`config.mk`:
```
export PLATFORM = sky130hd
export DESIGN_NAME = ttl_thermal_trip_latch
export DESIGN_NICKNAME = d
export VERILOG_FILES = /design/src/verilog/ttl_pkg.sv /design/src/verilog/ttl_thermal_trip_latch.sv
export VERILOG_INCLUDE_DIRS = /design/src /design/src/verilog
export SDC_FILE = /design/constraint.sdc
export NUM_CORES = 1
export LEC_CHECK = 0
export BUFFER_PORTS_ARGS = -buffer_cell sky130_fd_sc_hd__buf_2
export CAP_MARGIN = 20
export CORE_AREA = 2 2 39 41
export CTS_CLUSTER_SIZE = 20
export DETAILED_ROUTE_END_ITERATION = 8
export DIE_AREA = 0 0 41 43
export REMOVE_ABC_BUFFERS = 1
export SLEW_MARGIN = 20
export SYNTH_ARGS = -nofsm -noshare
export SYNTH_HDL_FRONTEND = slang
export SYNTH_SLANG_ARGS = --single-unit
```
`constraint.sdc`:
```
create_clock -name clk -period 1.35 [get_ports clk]
set_clock_uncertainty 0.1 [all_clocks]
set_input_delay 0.27 -clock clk [delete_from_list [all_inputs] [get_ports clk]]
set_output_delay 0.27 -clock clk [all_outputs]
set_load 0.05 [all_outputs]
```
`src/verilog/ttl_consts.svh`:
```
// constants for the overheat trip latch
// Operation
// - comparator over trip level halts execution and asserts active-low trip output.
// - trip output and halt stay latched until system reset goes active.
// - no hysteresis; reset with comparator below trip clears latch, execution resumes.
// - comparator still over trip after reset re-asserts trip and halt; halt here drops in reset and returns three enabled edges after release.
// - trip output value is undefined while system reset is asserted.
`ifndef TTL_CONSTS_SVH
`define TTL_CONSTS_SVH
`define TTL_SYNC_STAGES 2
`define TTL_TRIP_LEVEL_DEGC 135
`define TTL_STATE_RUN  2'h1
`define TTL_STATE_TRIP 2'h2
`endif

```
`src/verilog/ttl_pkg.sv`:
```
// types for the overheat trip latch
`default_nettype none
`include "ttl_consts.svh"
package ttl_pkg;
	typedef enum logic [1:0] {
		TTL_RUN  = `TTL_STATE_RUN,
		TTL_TRIP = `TTL_STATE_TRIP
	} ttl_state_e;
	typedef struct packed {
		logic halt;
		logic trip_n;
	} ttl_out_s;
endpackage : ttl_pkg
`default_nettype wire

```
`src/verilog/ttl_thermal_trip_latch.sv`:
```
// overheat trip latch: synchronised comparator, latched halt and trip output
`timescale 1ns/1ps
`default_nettype none
`include "ttl_consts.svh"
module ttl_thermal_trip_latch
	import ttl_pkg::*;
(
	// clock, reset, enable
	input  wire logic clk,
	input  wire logic nrst,
	input  wire logic clk_en,
	// comparator from the thermal sensor
	input  wire logic over_temp,
	// outputs to core and system
	output var  logic exec_halt,
	output var  logic overheat_trip_n
);
	// synchroniser stages, latch state and registered outputs
	logic [`TTL_SYNC_STAGES-1:0] sync_reg;
	logic [`TTL_SYNC_STAGES-1:0] sync_next;
	ttl_state_e                  state_reg;
	ttl_state_e                  state_next;
	ttl_out_s                    out_reg;
	ttl_out_s                    out_next;
	logic                        hot;

	// the latched state is tested in several places, so it is decoded once here
	function automatic logic is_tripped(input ttl_state_e st);
		return (st == TTL_TRIP);
	endfunction : is_tripped

	// first stage takes the raw comparator level
	// a level that changes close to the edge may leave this stage unsettled,
	// which is why nothing but the next stage ever reads it
	assign sync_next[0] = over_temp;

	// remaining stages shift the level on, one stage per enabled edge
	for (genvar i = 1; i < `TTL_SYNC_STAGES; i++) begin : g_sync
		assign sync_next[i] = sync_reg[i-1];
	end

	// only the last stage feeds the latch; it costs two edges of latency,
	// which is small against how slowly a die heats up
	assign hot = sync_reg[`TTL_SYNC_STAGES-1];

	// latch: only reset leaves trip, so a cooling die cannot release the halt
	// there is no hysteresis here: a cool comparator after reset simply
	// leaves the latch in run, and a hot one sets it again three enabled edges later, once through the synchroniser
	always_comb begin
		state_next = state_reg;
		unique case (state_reg)
			TTL_RUN: begin
				if (hot) begin
					state_next = TTL_TRIP;
				end
			end
			TTL_TRIP: begin
				state_next = TTL_TRIP;
			end
			default: begin
				// an illegal code is treated as hot: stopping is the safe side
				state_next = TTL_TRIP;
			end
		endcase
		// both outputs come from the same decode so they cannot disagree
		out_next.halt   = is_tripped(state_next);
		out_next.trip_n = !is_tripped(state_next);
	end

	// reset clears the latch with no hysteresis; re-trip follows if still hot
	// clock enable low freezes every stage, synchroniser included
	always_ff @(posedge clk or negedge nrst) begin
		if (!nrst) begin
			sync_reg  <= '0;
			state_reg <= TTL_RUN;
			out_reg   <= '{halt: 1'b0, trip_n: 1'b1}; // defined though not promised
		end else if (clk_en) begin
			sync_reg  <= sync_next;
			state_reg <= state_next;
			out_reg   <= out_next;
		end
	end

	// outputs straight from flip-flops, so the system sees no glitches
	assign exec_halt       = out_reg.halt;
	assign overheat_trip_n = out_reg.trip_n;

	// a trip never lets go until reset
	a_trip_sticky: assert property (
		@(posedge clk) disable iff (!nrst)
		!overheat_trip_n |=> !overheat_trip_n)
		else $error("trip output released without reset");

	// a hot synchronised comparator trips on the next enabled edge
	a_trip_on_hot: assert property (
		@(posedge clk) disable iff (!nrst)
		(clk_en && hot && !$past(!nrst)) |=> !overheat_trip_n)
		else $error("trip not asserted after hot comparator");

	// halt and trip output are two views of one state
	a_halt_tracks: assert property (
		@(posedge clk) disable iff (!nrst)
		exec_halt == !overheat_trip_n)
		else $error("halt and trip output disagree");

	// comparator reaches the latch after two enabled edges
	a_sync_delay: assert property (
		@(posedge clk) disable iff (!nrst)
		(clk_en && over_temp) ##1 clk_en |=> hot)
		else $error("comparator not synchronised in two stages");

	// a cool comparator never trips a running core
	a_cool_runs: assert property (
		@(posedge clk) disable iff (!nrst)
		($rose(nrst) || (!hot && overheat_trip_n)) ##0 !hot |=> overheat_trip_n)
		else $error("trip asserted while comparator cool");

	// still hot after reset means tripped again
	a_retrip_hot: assert property (
		@(posedge clk) disable iff (!nrst)
		(hot && clk_en) [*2] |=> !overheat_trip_n)
		else $error("no re-trip while still hot");

	// clock enable low freezes the trip output
	a_freeze_en: assert property (
		@(posedge clk) disable iff (!nrst)
		!clk_en |=> $stable(overheat_trip_n))
		else $error("state moved while clock enable low");

	// halt is as sticky as the trip output
	a_halt_sticky: assert property (
		@(posedge clk) disable iff (!nrst)
		exec_halt |=> exec_halt)
		else $error("halt released without reset");

	// first stage copies the comparator on each enabled edge
	a_sync_first: assert property (
		@(posedge clk) disable iff (!nrst)
		clk_en |=> (sync_reg[0] == $past(over_temp)))
		else $error("first sync stage missed the comparator");

	// last stage copies the first stage on each enabled edge
	a_sync_last: assert property (
		@(posedge clk) disable iff (!nrst)
		clk_en |=> (hot == $past(sync_reg[0])))
		else $error("last sync stage missed the first");

	// a halt only ever starts from a hot comparator
	a_halt_cause: assert property (
		@(posedge clk) disable iff (!nrst)
		$rose(exec_halt) |-> $past(hot))
		else $error("halt raised without hot comparator");

	// the trip output follows the latch state
	a_out_state: assert property (
		@(posedge clk) disable iff (!nrst)
		!overheat_trip_n == is_tripped(state_reg))
		else $error("trip output does not match latch state");

	// a running core is never halted
	a_run_free: assert property (
		@(posedge clk) disable iff (!nrst)
		(state_reg == TTL_RUN) |-> !exec_halt)
		else $error("halt high while latch in run");

	// the latch state itself does not move with clock enable low
	a_freeze_state: assert property (
		@(posedge clk) disable iff (!nrst)
		!clk_en |=> $stable(state_reg))
		else $error("latch state moved while clock enable low");

	// halt output is frozen too with clock enable low
	a_freeze_halt: assert property (
		@(posedge clk) disable iff (!nrst)
		!clk_en |=> $stable(exec_halt))
		else $error("halt moved while clock enable low");

	// a cool comparator on a running core keeps the core running
	a_cool_holds: assert property (
		@(posedge clk) disable iff (!nrst)
		(!hot && overheat_trip_n) |=> overheat_trip_n)
		else $error("trip appeared from a cool comparator");

	// the latch only ever holds one of its two legal codes
	a_state_legal: assert property (
		@(posedge clk) disable iff (!nrst)
		(state_reg == TTL_RUN) || (state_reg == TTL_TRIP))
		else $error("latch state holds an illegal code");

	// an enabled cool edge with an untripped latch keeps the halt low
	a_cool_no_halt: assert property (
		@(posedge clk) disable iff (!nrst)
		(clk_en && !hot && !exec_halt) |=> !exec_halt)
		else $error("halt appeared from a cool comparator");

	// a hot enabled edge raises the halt on the next edge
	a_halt_on_hot: assert property (
		@(posedge clk) disable iff (!nrst)
		(clk_en && hot) |=> exec_halt)
		else $error("halt not raised after hot comparator");

	// a pulse held for one enabled edge still reaches the last stage
	a_pulse_kept: assert property (
		@(posedge clk) disable iff (!nrst)
		(clk_en && over_temp) ##1 clk_en ##1 clk_en |=> exec_halt)
		else $error("captured comparator pulse lost");

	// limitation: while reset is low the outputs hold their reset values,
	// but the system must not rely on them then; none of the checks above
	// look inside reset for that reason
endmodule : ttl_thermal_trip_latch
`default_nettype wire

```
# After elaboration in Yosys (flattened, before gate mapping)
# Cells that the tools add are included.
# word_totals
regBits,6
latch_bits,0
ramBits,0
mem_bits_ro,0
input_bits,4
elab_cells,9
mem_count,0
# classes
n_addsub,0
mul,0
div_mod_pow,0
magnitude_cmp,0
n_eq_ne,2
shifts,0
mux,2
n_bitwise,0
reduce_logical,1
# ops
cell,n
$mux 2,2
$eq 2x1->1 const B,1
$eq 2x2->1 const B,1
$logic_not 1->1,1

# Depth between registers and ports, before layout
# Gate-level depths: netlist of the first run.
# logic_depth
word_depth,4
depth_mapped,3

# Least setup slack after synthesis of the first run
# OpenSTA, ideal clock, no wires.
# synth_timing
path_kind,reg-to-reg
from,"register, netlist name overheat_trip_n"
to,"register out_reg, in the netlist overheat_trip_n"
arrival_time_ns,0.918
required_ns,1.189
slack_ns,0.271
path_stages_with_launch,3
cell_sequence,dfstp_2 nor2b_1 a31o_1
# synth_lines
element,line_no,rtl
to (signal assigned),ttl_thermal_trip_latch.sv:76,"out_reg <= '{halt: 1'b0, trip_n: 1'b1};"
to (signal assigned),ttl_thermal_trip_latch.sv:80,out_reg <= out_next;
to (decl),ttl_thermal_trip_latch.sv:23,ttl_out_s out_reg;

# Worst setup path after layout of the first run
# layout_timing
from,"register out_reg, in the netlist overheat_trip_n"
to,output overheat_trip_n
# layout_lines
element,line_no,rtl
to (decl),ttl_thermal_trip_latch.sv:16,output var logic overheat_trip_n
# No word-level cell between the ends.

==> results of run 1 <==
worst register-to-register path, stage by stage (launching register included):
cell and delay, ns:
dfstp_2 0.55, nand2b_1 0.06, a21o_1 0.17
final cells by class:
| cell class | instances | area [sq um] |
|---|---|---|
| Clock buffer | 4 | 26.3 |
| Multi-Input combinational cell | 11 | 83.8 |
| Fill cell | 144 | 1060 |
| Tap cell | 16 | 20.0 |
| Timing Repair Buffer | 6 | 41.3 |
| Sequential cell | 6 | 153 |
worst min-delay path by stage:
| stage | from | endpoint | slack, ns | cells past startpoint |
|---|---|---|---|---|
| CTS | over_temp | sync_reg[0] | 0.15 | 2 |
| detailed placement | nrst | exec_halt | 0.002 | 1 |
| global placement | nrst | exec_halt | 0.0003 | 1 |
| floorplan | nrst | exec_halt | -0.13 | 0 |
| finish | over_temp | sync_reg[0] | 0.16 | 2 |
| global route | over_temp | sync_reg[0] | 0.14 | 2 |
per-stage QoR:
stage | total power [mW] | cells | hold slack [ns]
6_report | 0.396 | 43 | 0.160
5_1_grt | 0.430 | 43 | 0.136
4_1_cts | 0.406 | 43 | 0.150
3_5_place_dp | 0.222 | 38 | 0.00245
3_3_place_gp | 0.221 | 38 | 0.000284
2_1_floorplan | 0.209 | 17 | -0.126
kinds of logic (layout without fill, tap and decap cells):
group | after synthesis | in the layout | synth area share [%]
compound gates | 4 | 4 | 11.1
flops | 6 | 6 | 61.6
buf+inv | 1 | 10 | 4.55
simple gates | 5 | 5 | 10.6
mux | 2 | 2 | 12.1
per-layer routing:
metal	vias to the layer above	GRT usage, %
li1	79	-
met1	76	6.25
met2	6	7.19
met3	2	7.85
met4	0	4.00
met5	-	0
power breakdown:
part           switching, mW  internal [mW]  total [mW]
Combinational         0.0101         0.0172      0.0273
Sequential           0.00584          0.188       0.194
Clock                 0.0624          0.112       0.174
Total                 0.0783          0.317       0.396
layout by cell type (no fill, tap or decap):
cell,synthesis,final
a31o_1,1,1
buf_2,0,4
nor2b_1,1,1
a31oi_1,1,1
dlygate4sd3_1,0,1
a21o_1,1,1
nor2_1,2,2
clkbuf_4,0,3
buf_6,1,1
nand2b_1,1,1
o21ai_0,1,1
clkbuf_1,0,1
dfrtp_1,4,4
mux2_4,2,2
and2_1,1,1
dfstp_2,2,2
timing repair:
item                                    CTS  global route
gates resized for setup                   1             1
hold buffers                              1             0
endpoints found under the setup margin    1             1
endpoints found under the hold margin     6             0
cloned                                    0             0
==> qor.yml, run 1 <==
status:
  status: "complete, no violations"
setup_path:
  rr_startpoint: "state_reg[0]"
  required_ns: 0.98
  crit_path_top_delay_cell: "dfstp_2"
  critPathCaptureType: "output port"
  cp_num_cells: 1
  max_stage_delay_ns: 0.53
  critPathBufInv: 1
  crit_path_cell_trace: "buf_6"
  crit_path_end: "overheat_trip_n"
  cp.arrival_ns: 0.92
  start_kind: "register"
  crit_path_start: "overheat_trip_n"
  path_class: "reg2out"
  reg2reg_depth: 2
  rrSetupSlack_ns: 0.36
  crit_fanout: 2
  cp_top_family: "flip-flops"
  rr_endpoint: "state_reg[1]"
timing:
  setup_violations: 0
  min_period_over_period_pct: 95.4
  maxSlewViolCount: 0
  slew_headroom_pct: 83.5
  finalWorstSetupSlack_ns: 0.0623
  max_freq_ghz: 0.777
  setup_tns_ns: 0
  worst_slew_pin_slew_ns: 0.249
  timing_hold_violations_final: 0
  rsz0062_at_grt: "no"
  period_needed_ns: 1.29
global_route:
  antenna_found_initial: 0
  grt_pass1_wl_um: 655
  overflow: 0
  grt.total_usage_pct: 6.37
  grt_max_degree: 9
  grt_pass1_vias: 157
finish:
  finish.instance_area_sq_um: 324
  drive_gt1_share_pct: 44.4
  fin_util_pct: 23.4
  syn_to_final_growth_pct: 30.8
  nNetsFinal: 32
  n_antenna_cell: 0
detailed_routing:
  vias_per_cell: 3.79
  first_pass_iters: 2
  met1_length_um: 208
  routed-wl-met3_um: 35
  drt-total-wl_um: 406
  routed.top_layer: "met4"
  vias: 163
  drc: 0
  ant_nets: 0
  drtIter0Drc: 7
  route.met2.wl_um: 155
  wl_per_cell_um: 9.44
cts:
  clk_pin_slew_ns: 0.05
  htreeDepth: 1
  cts_sinks: 6
  cts_made_buffers: 3
  clock_latency_ns: 0.24
  cts_tree: "built"
  cts-root-buf: "clkbuf_4"
  post_cts_buffers: 0
  clockBufferDepth: 2
placed_design:
  dpl_cell_area_sq_um: 282
  io_buffers: 5
  place_congestion: 0.671
  dp_hpwl_um: 301
  pre_cts_ws_ns: 0.229
synthesis:
  synth_area_sq_um: 248
  synthFlopType: "dfrtp_1"
  synth_area_leaders: "dfrtp_1 (40%), dfstp_2 (21%), mux2_4 (12%), buf_6 (4.5%), a31o_1 (3.5%)"
  synth_cells: 18
  synth_top_cell_by_area: "dfrtp_1"
  synth_edf_count: 0
  synth_common_cells: "dfrtp_1 (4), dfstp_2 (2), mux2_4 (2), nor2_1 (2)"
  ys_ff_latch: 6
  synth_cell_types: 12
  avgSynthCellArea_sq_um: 13.8
  seq_area_frac_synth_pct: 61.6
  yosysMostFrequentCell: "dfrtp_1"
  async_flop_share_pct: 100
  yosysWarningCount: 0
  synth_top_area_share_pct: 40.4
die:
  ioPinCount: 6
  fp-row-count: 14
  start_util_pct: 17.9
  dieArea_sq_um: 1760
  fp.dieW_um: 41
  fp.coreArea_sq_um: 1380
  die_h_um: 43
worst_hold_path:
  hold_class: "in2reg"
power_and_ir_drop:
  p_leak_nw: 0.134
  power_density_nw_per_um2: 1220
  irDropWorstVdd_mv: 0.582
job:
  cap_violations: 0
(Power assumes the default switching activity.)
==> run 2, diff against run 1 <==
==> constraint.sdc (replaced) <==
create_clock -name clk -period 1.35 [get_ports clk]
set_clock_uncertainty 0.1 [all_clocks]
set_input_delay 0.405 -clock clk [delete_from_list [all_inputs] [get_ports clk]]
set_output_delay 0.405 -clock clk [all_outputs]
set_load 0.05 [all_outputs]
==> run 2 against run 1 <==
- the flow now finishes with violations (negative setup slack)
- critical endpoint unchanged
- non-clock buffer count did not move
- maximum frequency fell by 9.5%
- total power rose by 0.99%
==> qor.yml, run 2 (same netlist as run 1, synthesis figures left out) <==
power_and_ir_drop:
  sequentialPowerShare_pct: 48.4  # -0.7 points
  p_leak_nw: 0.137  # +2.2%
  total_power_mw: 0.400  # +0.99%
  irDropWorstVdd_mv: 0.468  # -20%
  power_frac_comb_pct: 6.9  # about the same
  share_clk_of_total_power_pct: 44.7  # +0.7 points
  power_density_nw_per_um2: 1210  # -0.93%
  switchingPower_mw: 0.0821  # +4.8%
  p_int_mw: 0.318  # about the same
  power_switching_share_pct: 20.5  # +0.74 points
global_route:
  grt_pass1_vias: 166  # +5.7%
  overflow: 0  # unchanged
  grt_pass1_wl_um: 669  # +2.1%
  antenna_found_initial: 0  # unchanged
  grt.total_usage_pct: 6.38  # +0.0064 points
  grt_max_degree: 9  # unchanged
cts:
  post_cts_buffers: 0  # unchanged
  cts-root-buf: "clkbuf_4"
  htreeDepth: 1  # unchanged
  cts_sinks: 6  # unchanged
  cts_tree: "built"
  clock_latency_ns: 0.24  # about the same
  cts_made_buffers: 3  # unchanged
  clockBufferDepth: 2  # unchanged
  clk_pin_slew_ns: 0.05  # about the same
status:
  violations: "negative setup slack"
  status: "finished, violations left"
placed_design:
  dpl_cell_area_sq_um: 282  # unchanged
  dpl.cell_count: 38  # unchanged
  io_buffers: 5  # unchanged
  place_congestion: 0.671  # about the same
setup_path:
  max_stage_delay_ns: 0.54  # about the same
  critPathCaptureType: "output port"
  required_ns: 0.85  # -0.13 ns
  crit_path_top_delay_cell: "dfstp_2"
  cp.arrival_ns: 0.92  # about the same
  path_class: "reg2out"
  crit_fanout: 2  # unchanged
  cp_top_family: "flip-flops"
  crit_path_cell_trace: "buf_8"
  critPathBufInv: 1  # unchanged
  start_kind: "register"
finish:
  syn_to_final_growth_pct: 33.3
  finish.instance_area_sq_um: 330  # +1.9%
  stdcell_count: 43  # unchanged
  fin_util_pct: 23.9  # +0.45 points
  fillers: 144  # unchanged
  drive_gt1_share_pct: 44.4  # unchanged
  n_antenna_cell: 0  # unchanged
  final_common_cell: "dfrtp_1"
  nNetsFinal: 32  # unchanged
  final_cell_mix: "dfrtp_1 (4), clkbuf_4 (3), buf_2 (3)"
timing:
  period_needed_ns: 1.42  # +0.135 ns
  setup_violations: 1  # +1
  rsz0062_at_grt: "yes"
  finalWorstSetupSlack_ns: -0.0731  # -0.135 ns
  worst_slew_pin_slew_ns: 0.168  # -0.0807 ns
  slew_headroom_pct: 88.8  # +5.3 points
  min_period_over_period_pct: 105  # +10 points
  max_freq_ghz: 0.703  # -9.5%
  maxSlewViolCount: 0  # unchanged
  timing_hold_violations_final: 0  # unchanged
detailed_routing:
  vias_per_cell: 3.63  # -4.3%
  ant_nets: 0  # unchanged
  drt-total-wl_um: 435  # +7.1%
  drc: 0  # unchanged
  first_pass_iters: 1  # -1
  drtIter0Drc: 0  # -7
  wl_per_cell_um: 10.1  # +7.1%
  vias: 156  # -4.3%
die:
  fp.coreArea_sq_um: 1380  # unchanged
  fp-row-count: 14  # unchanged
  fp.dieW_um: 41  # unchanged
  die_h_um: 43  # unchanged
  dieArea_sq_um: 1760  # unchanged
  start_util_pct: 17.9  # unchanged
  ioPinCount: 6  # unchanged
job:
  cap_violations: 0  # unchanged
worst_hold_path:
  hold_class: "in2reg"
run 2: power groups by stage:
stage	Combinational [mW]	Sequential [mW]	Clock [mW]
final	0.0275	0.194	0.179
after global routing	0.0304	0.195	0.199
after CTS	0.0281	0.194	0.189
after detailed placement	0.0257	0.196	0
after global placement	0.0248	0.196	0
after floorplan	0.0138	0.195	0
run 2: layout make-up:
type	instances	area [sq um]	area share [%]
clock buffer	4	26.3	7.95
tap	16	20.0	6.06
sequential	6	153	46.2
timing repair buffer	6	47.5	14.4
multi-input combinational	11	83.8	25.4
run 2: final timing paths:
path | start | end | slack, ns | cells past startpoint
worst max-delay path | overheat_trip_n | overheat_trip_n | -0.07 | 1
worst min-delay path | over_temp | sync_reg[0] | 0.29 | 2
worst max register to register | state_reg[0] | state_reg[1] | 0.35 | 2
worst min register to register | state_reg[1] | state_reg[1] | 0.39 | 1
max in group asynchronous | nrst | overheat_trip_n | 0.52 | 2
min in group asynchronous | nrst | sync_reg[1] | 0.41 | 2
run 2: what timing repair did:
| item | 4_1_cts | 5_1_grt |
|---|---|---|
| pin swaps | 0 | 0 |
| hold buffers | 1 | 0 |
| endpoints found under the setup margin | 2 | 1 |
| gates resized for setup | 4 | 0 |
| cloned | 0 | 0 |
| hold endpoints to repair | 4 | 0 |
run 2: metrics by stage:
step	setup WS (ns)	hold slack (ns)	TNS, ns
after global routing	-0.0984	0.279	-0.0984
after global placement	0.0986	0.135	0
after detailed placement	0.0936	0.137	0
final	-0.0731	0.293	-0.0731
after floorplan	0.184	0.00941	0
after CTS	-0.0866	0.282	-0.0866
run 2: per-layer routing:
metal / track usage (%) / vias to the layer above / part of all wire [%]
met5: 0 / - / 0
met4: 4.00 / 0 / 2.1
met3: 6.28 / 2 / 7.6
met2: 8.75 / 6 / 40
met1: 5.61 / 70 / 50
li1: - / 78 / -
==> run 3, diff against run 2 <==
- BUFFER_PORTS_ARGS: -buffer_cell sky130_fd_sc_hd__buf_2 -> default
- DONT_BUFFER_PORTS: default -> 1
- MAX_ROUTING_LAYER: default -> met4
==> run 3 against run 2 <==
- hold slack worse by 0.11 ns
- first-iteration DRC count increased by 4
- count of clock-buffer cells in the layout shrank 1
- maximum frequency is essentially flat
- sequential share of layout area grew 5.3 points
- the flow still finishes with violations (negative setup slack)
- largest cell class unchanged
- combinational power down 29%
- critical endpoint unchanged
- routed wire length fell by 11%
- die area unchanged
- largest power group unchanged
==> qor.yml, run 3 (same netlist as run 1, synthesis figures left out) <==
status:
  status: "finished, violations left"
  violations: "negative setup slack"
timing:
  rsz0062_at_grt: "yes"
  whs_ns: 0.182  # -0.111 ns
  maxSlewViolCount: 0  # unchanged
  max_freq_ghz: 0.703  # about the same
  period_needed_ns: 1.42  # -0.00101 ns
  finalWorstSetupSlack_ns: -0.0721  # +0.00101 ns
  worst_slew_pin_slew_ns: 0.281  # +0.113 ns
  setup_violations: 1  # unchanged
  timing_hold_violations_final: 0  # unchanged
  slew_headroom_pct: 81.2  # -7.6 points
  min_period_over_period_pct: 105  # about the same
placed_design:
  io_buffers: 0  # -5
  dp_hpwl_um: 293
  place_congestion: 0.500  # -26%
  dpl.cell_count: 34  # -11%
finish:
  syn_to_final_growth_pct: 19.7
  final_cell_mix: "dfrtp_1 (4), clkbuf_4 (3), nor2_1 (2), mux2_4 (2), dfstp_2 (2)"
  drive_gt1_share_pct: 36.4  # -8.1 points
  nNetsFinal: 28  # -13%
  n_antenna_cell: 0  # unchanged
  final_common_cell: "dfrtp_1"
  stdcell_count: 38  # -12%
cts:
  clockBufferDepth: 2  # unchanged
  clk_pin_slew_ns: 0.04  # about the same
  post_cts_buffers: 0  # unchanged
  cts-root-buf: "clkbuf_4"
  cts_tree: "built"
  htreeDepth: 1  # unchanged
  clock_latency_ns: 0.24  # about the same
  cts_made_buffers: 3  # unchanged
  cts_sinks: 6  # unchanged
power_and_ir_drop:
  irDropWorstVdd_mv: 0.293  # -37%
  p_leak_nw: 0.117  # -15%
  power_density_nw_per_um2: 1260  # +3.8%
global_route:
  grt_max_degree: 9  # unchanged
  grt_pass1_vias: 161  # -3.0%
  antenna_found_initial: 0  # unchanged
  overflow: 0  # unchanged
  grt.total_usage_pct: 6.10  # -0.28 points
  grt_pass1_wl_um: 648  # -3.1%
detailed_routing:
  vias_per_cell: 3.89  # +7.4%
  first_pass_iters: 2  # +1
  vias: 148  # -5.1%
  drt-total-wl_um: 389  # -11%
  drtIter0Drc: 4  # +4
  ant_nets: 0  # unchanged
  wl_per_cell_um: 10.2  # +1.2%
  drc: 0  # unchanged
setup_path:
  crit_fanout: 2  # unchanged
  start_kind: "register"
  required_ns: 0.85  # about the same
  critPathCaptureType: "output port"
  path_class: "reg2out"
  cp.arrival_ns: 0.92  # about the same
die:
  start_util_pct: 17.9  # unchanged
  ioPinCount: 6  # unchanged
  die_h_um: 43  # unchanged
  fp.coreArea_sq_um: 1380  # unchanged
  fp.dieW_um: 41  # unchanged
  dieArea_sq_um: 1760  # unchanged
  fp-row-count: 14  # unchanged
worst_hold_path:
  hold_class: "in2reg"
job:
  cap_violations: 0  # unchanged
[run 3: cell types whose count changed in the layout (fill, tap and decap cells not counted), sizes merged]
cell    before  now
clkbuf       4    3
buf          5    1
[run 3: per-layer routing]
layer / routed length [um] / vias up / GRT usage [%]
li1: - / 72 / -
met1: 189 / 69 / 7.17
met2: 158 / 7 / 6.88
met3: 41 / 0 / 4.71
met4: 0 / 0 / 4.00
met5: 0 / - / -
[run 3: area by class of cell]
cell class | count | area, sq um
clock buffer | 3 | 22.5
fill | 150 | 1090
multi-input combinational | 11 | 83.8
sequential | 6 | 153
tap | 16 | 20.0
timing repair buffer | 2 | 17.5
[run 3: timing repair]
action	CTS	global route
resized for setup	0	0
hold buffers	1	0
hold endpoints to repair	6	0
setup endpoints to repair	1	1
[run 3: where the power goes]
group	internal [mW]	total [mW]	switching (mW)
combinational	0.0144	0.0195	0.00511
clock	0.100	0.158	0.0577
sequential	0.188	0.195	0.00649
total	0.303	0.372	0.0693
[run 3: path summary, 6_finish.rpt]
check	endpoint	startpoint	cells past startpoint	slack (ns)
hold / removal	exec_halt	clk_en	1	0.18
max in group asynchronous	overheat_trip_n	nrst	1	0.50
setup / recovery	overheat_trip_n	overheat_trip_n	0	-0.07
min in group asynchronous	sync_reg[1]	nrst	1	0.38
setup reg to reg	overheat_trip_n	overheat_trip_n	2	0.23
hold reg to reg	state_reg[1]	state_reg[1]	1	0.38
[run 3: per-stage QoR]
stage          TNS, ns  cell area [sq um]  utilization (%)  power, mW  setup WS, ns
3_3_place_gp         0                264             19.1      0.210         0.178
3_5_place_dp         0                264             19.1      0.211         0.179
4_1_cts        -0.0829                297             21.4      0.381       -0.0829
5_1_grt        -0.0956                297             21.4      0.395       -0.0956
2_1_floorplan        0                236                -      0.209         0.184
6_report       -0.0721                297             21.4      0.372       -0.0721
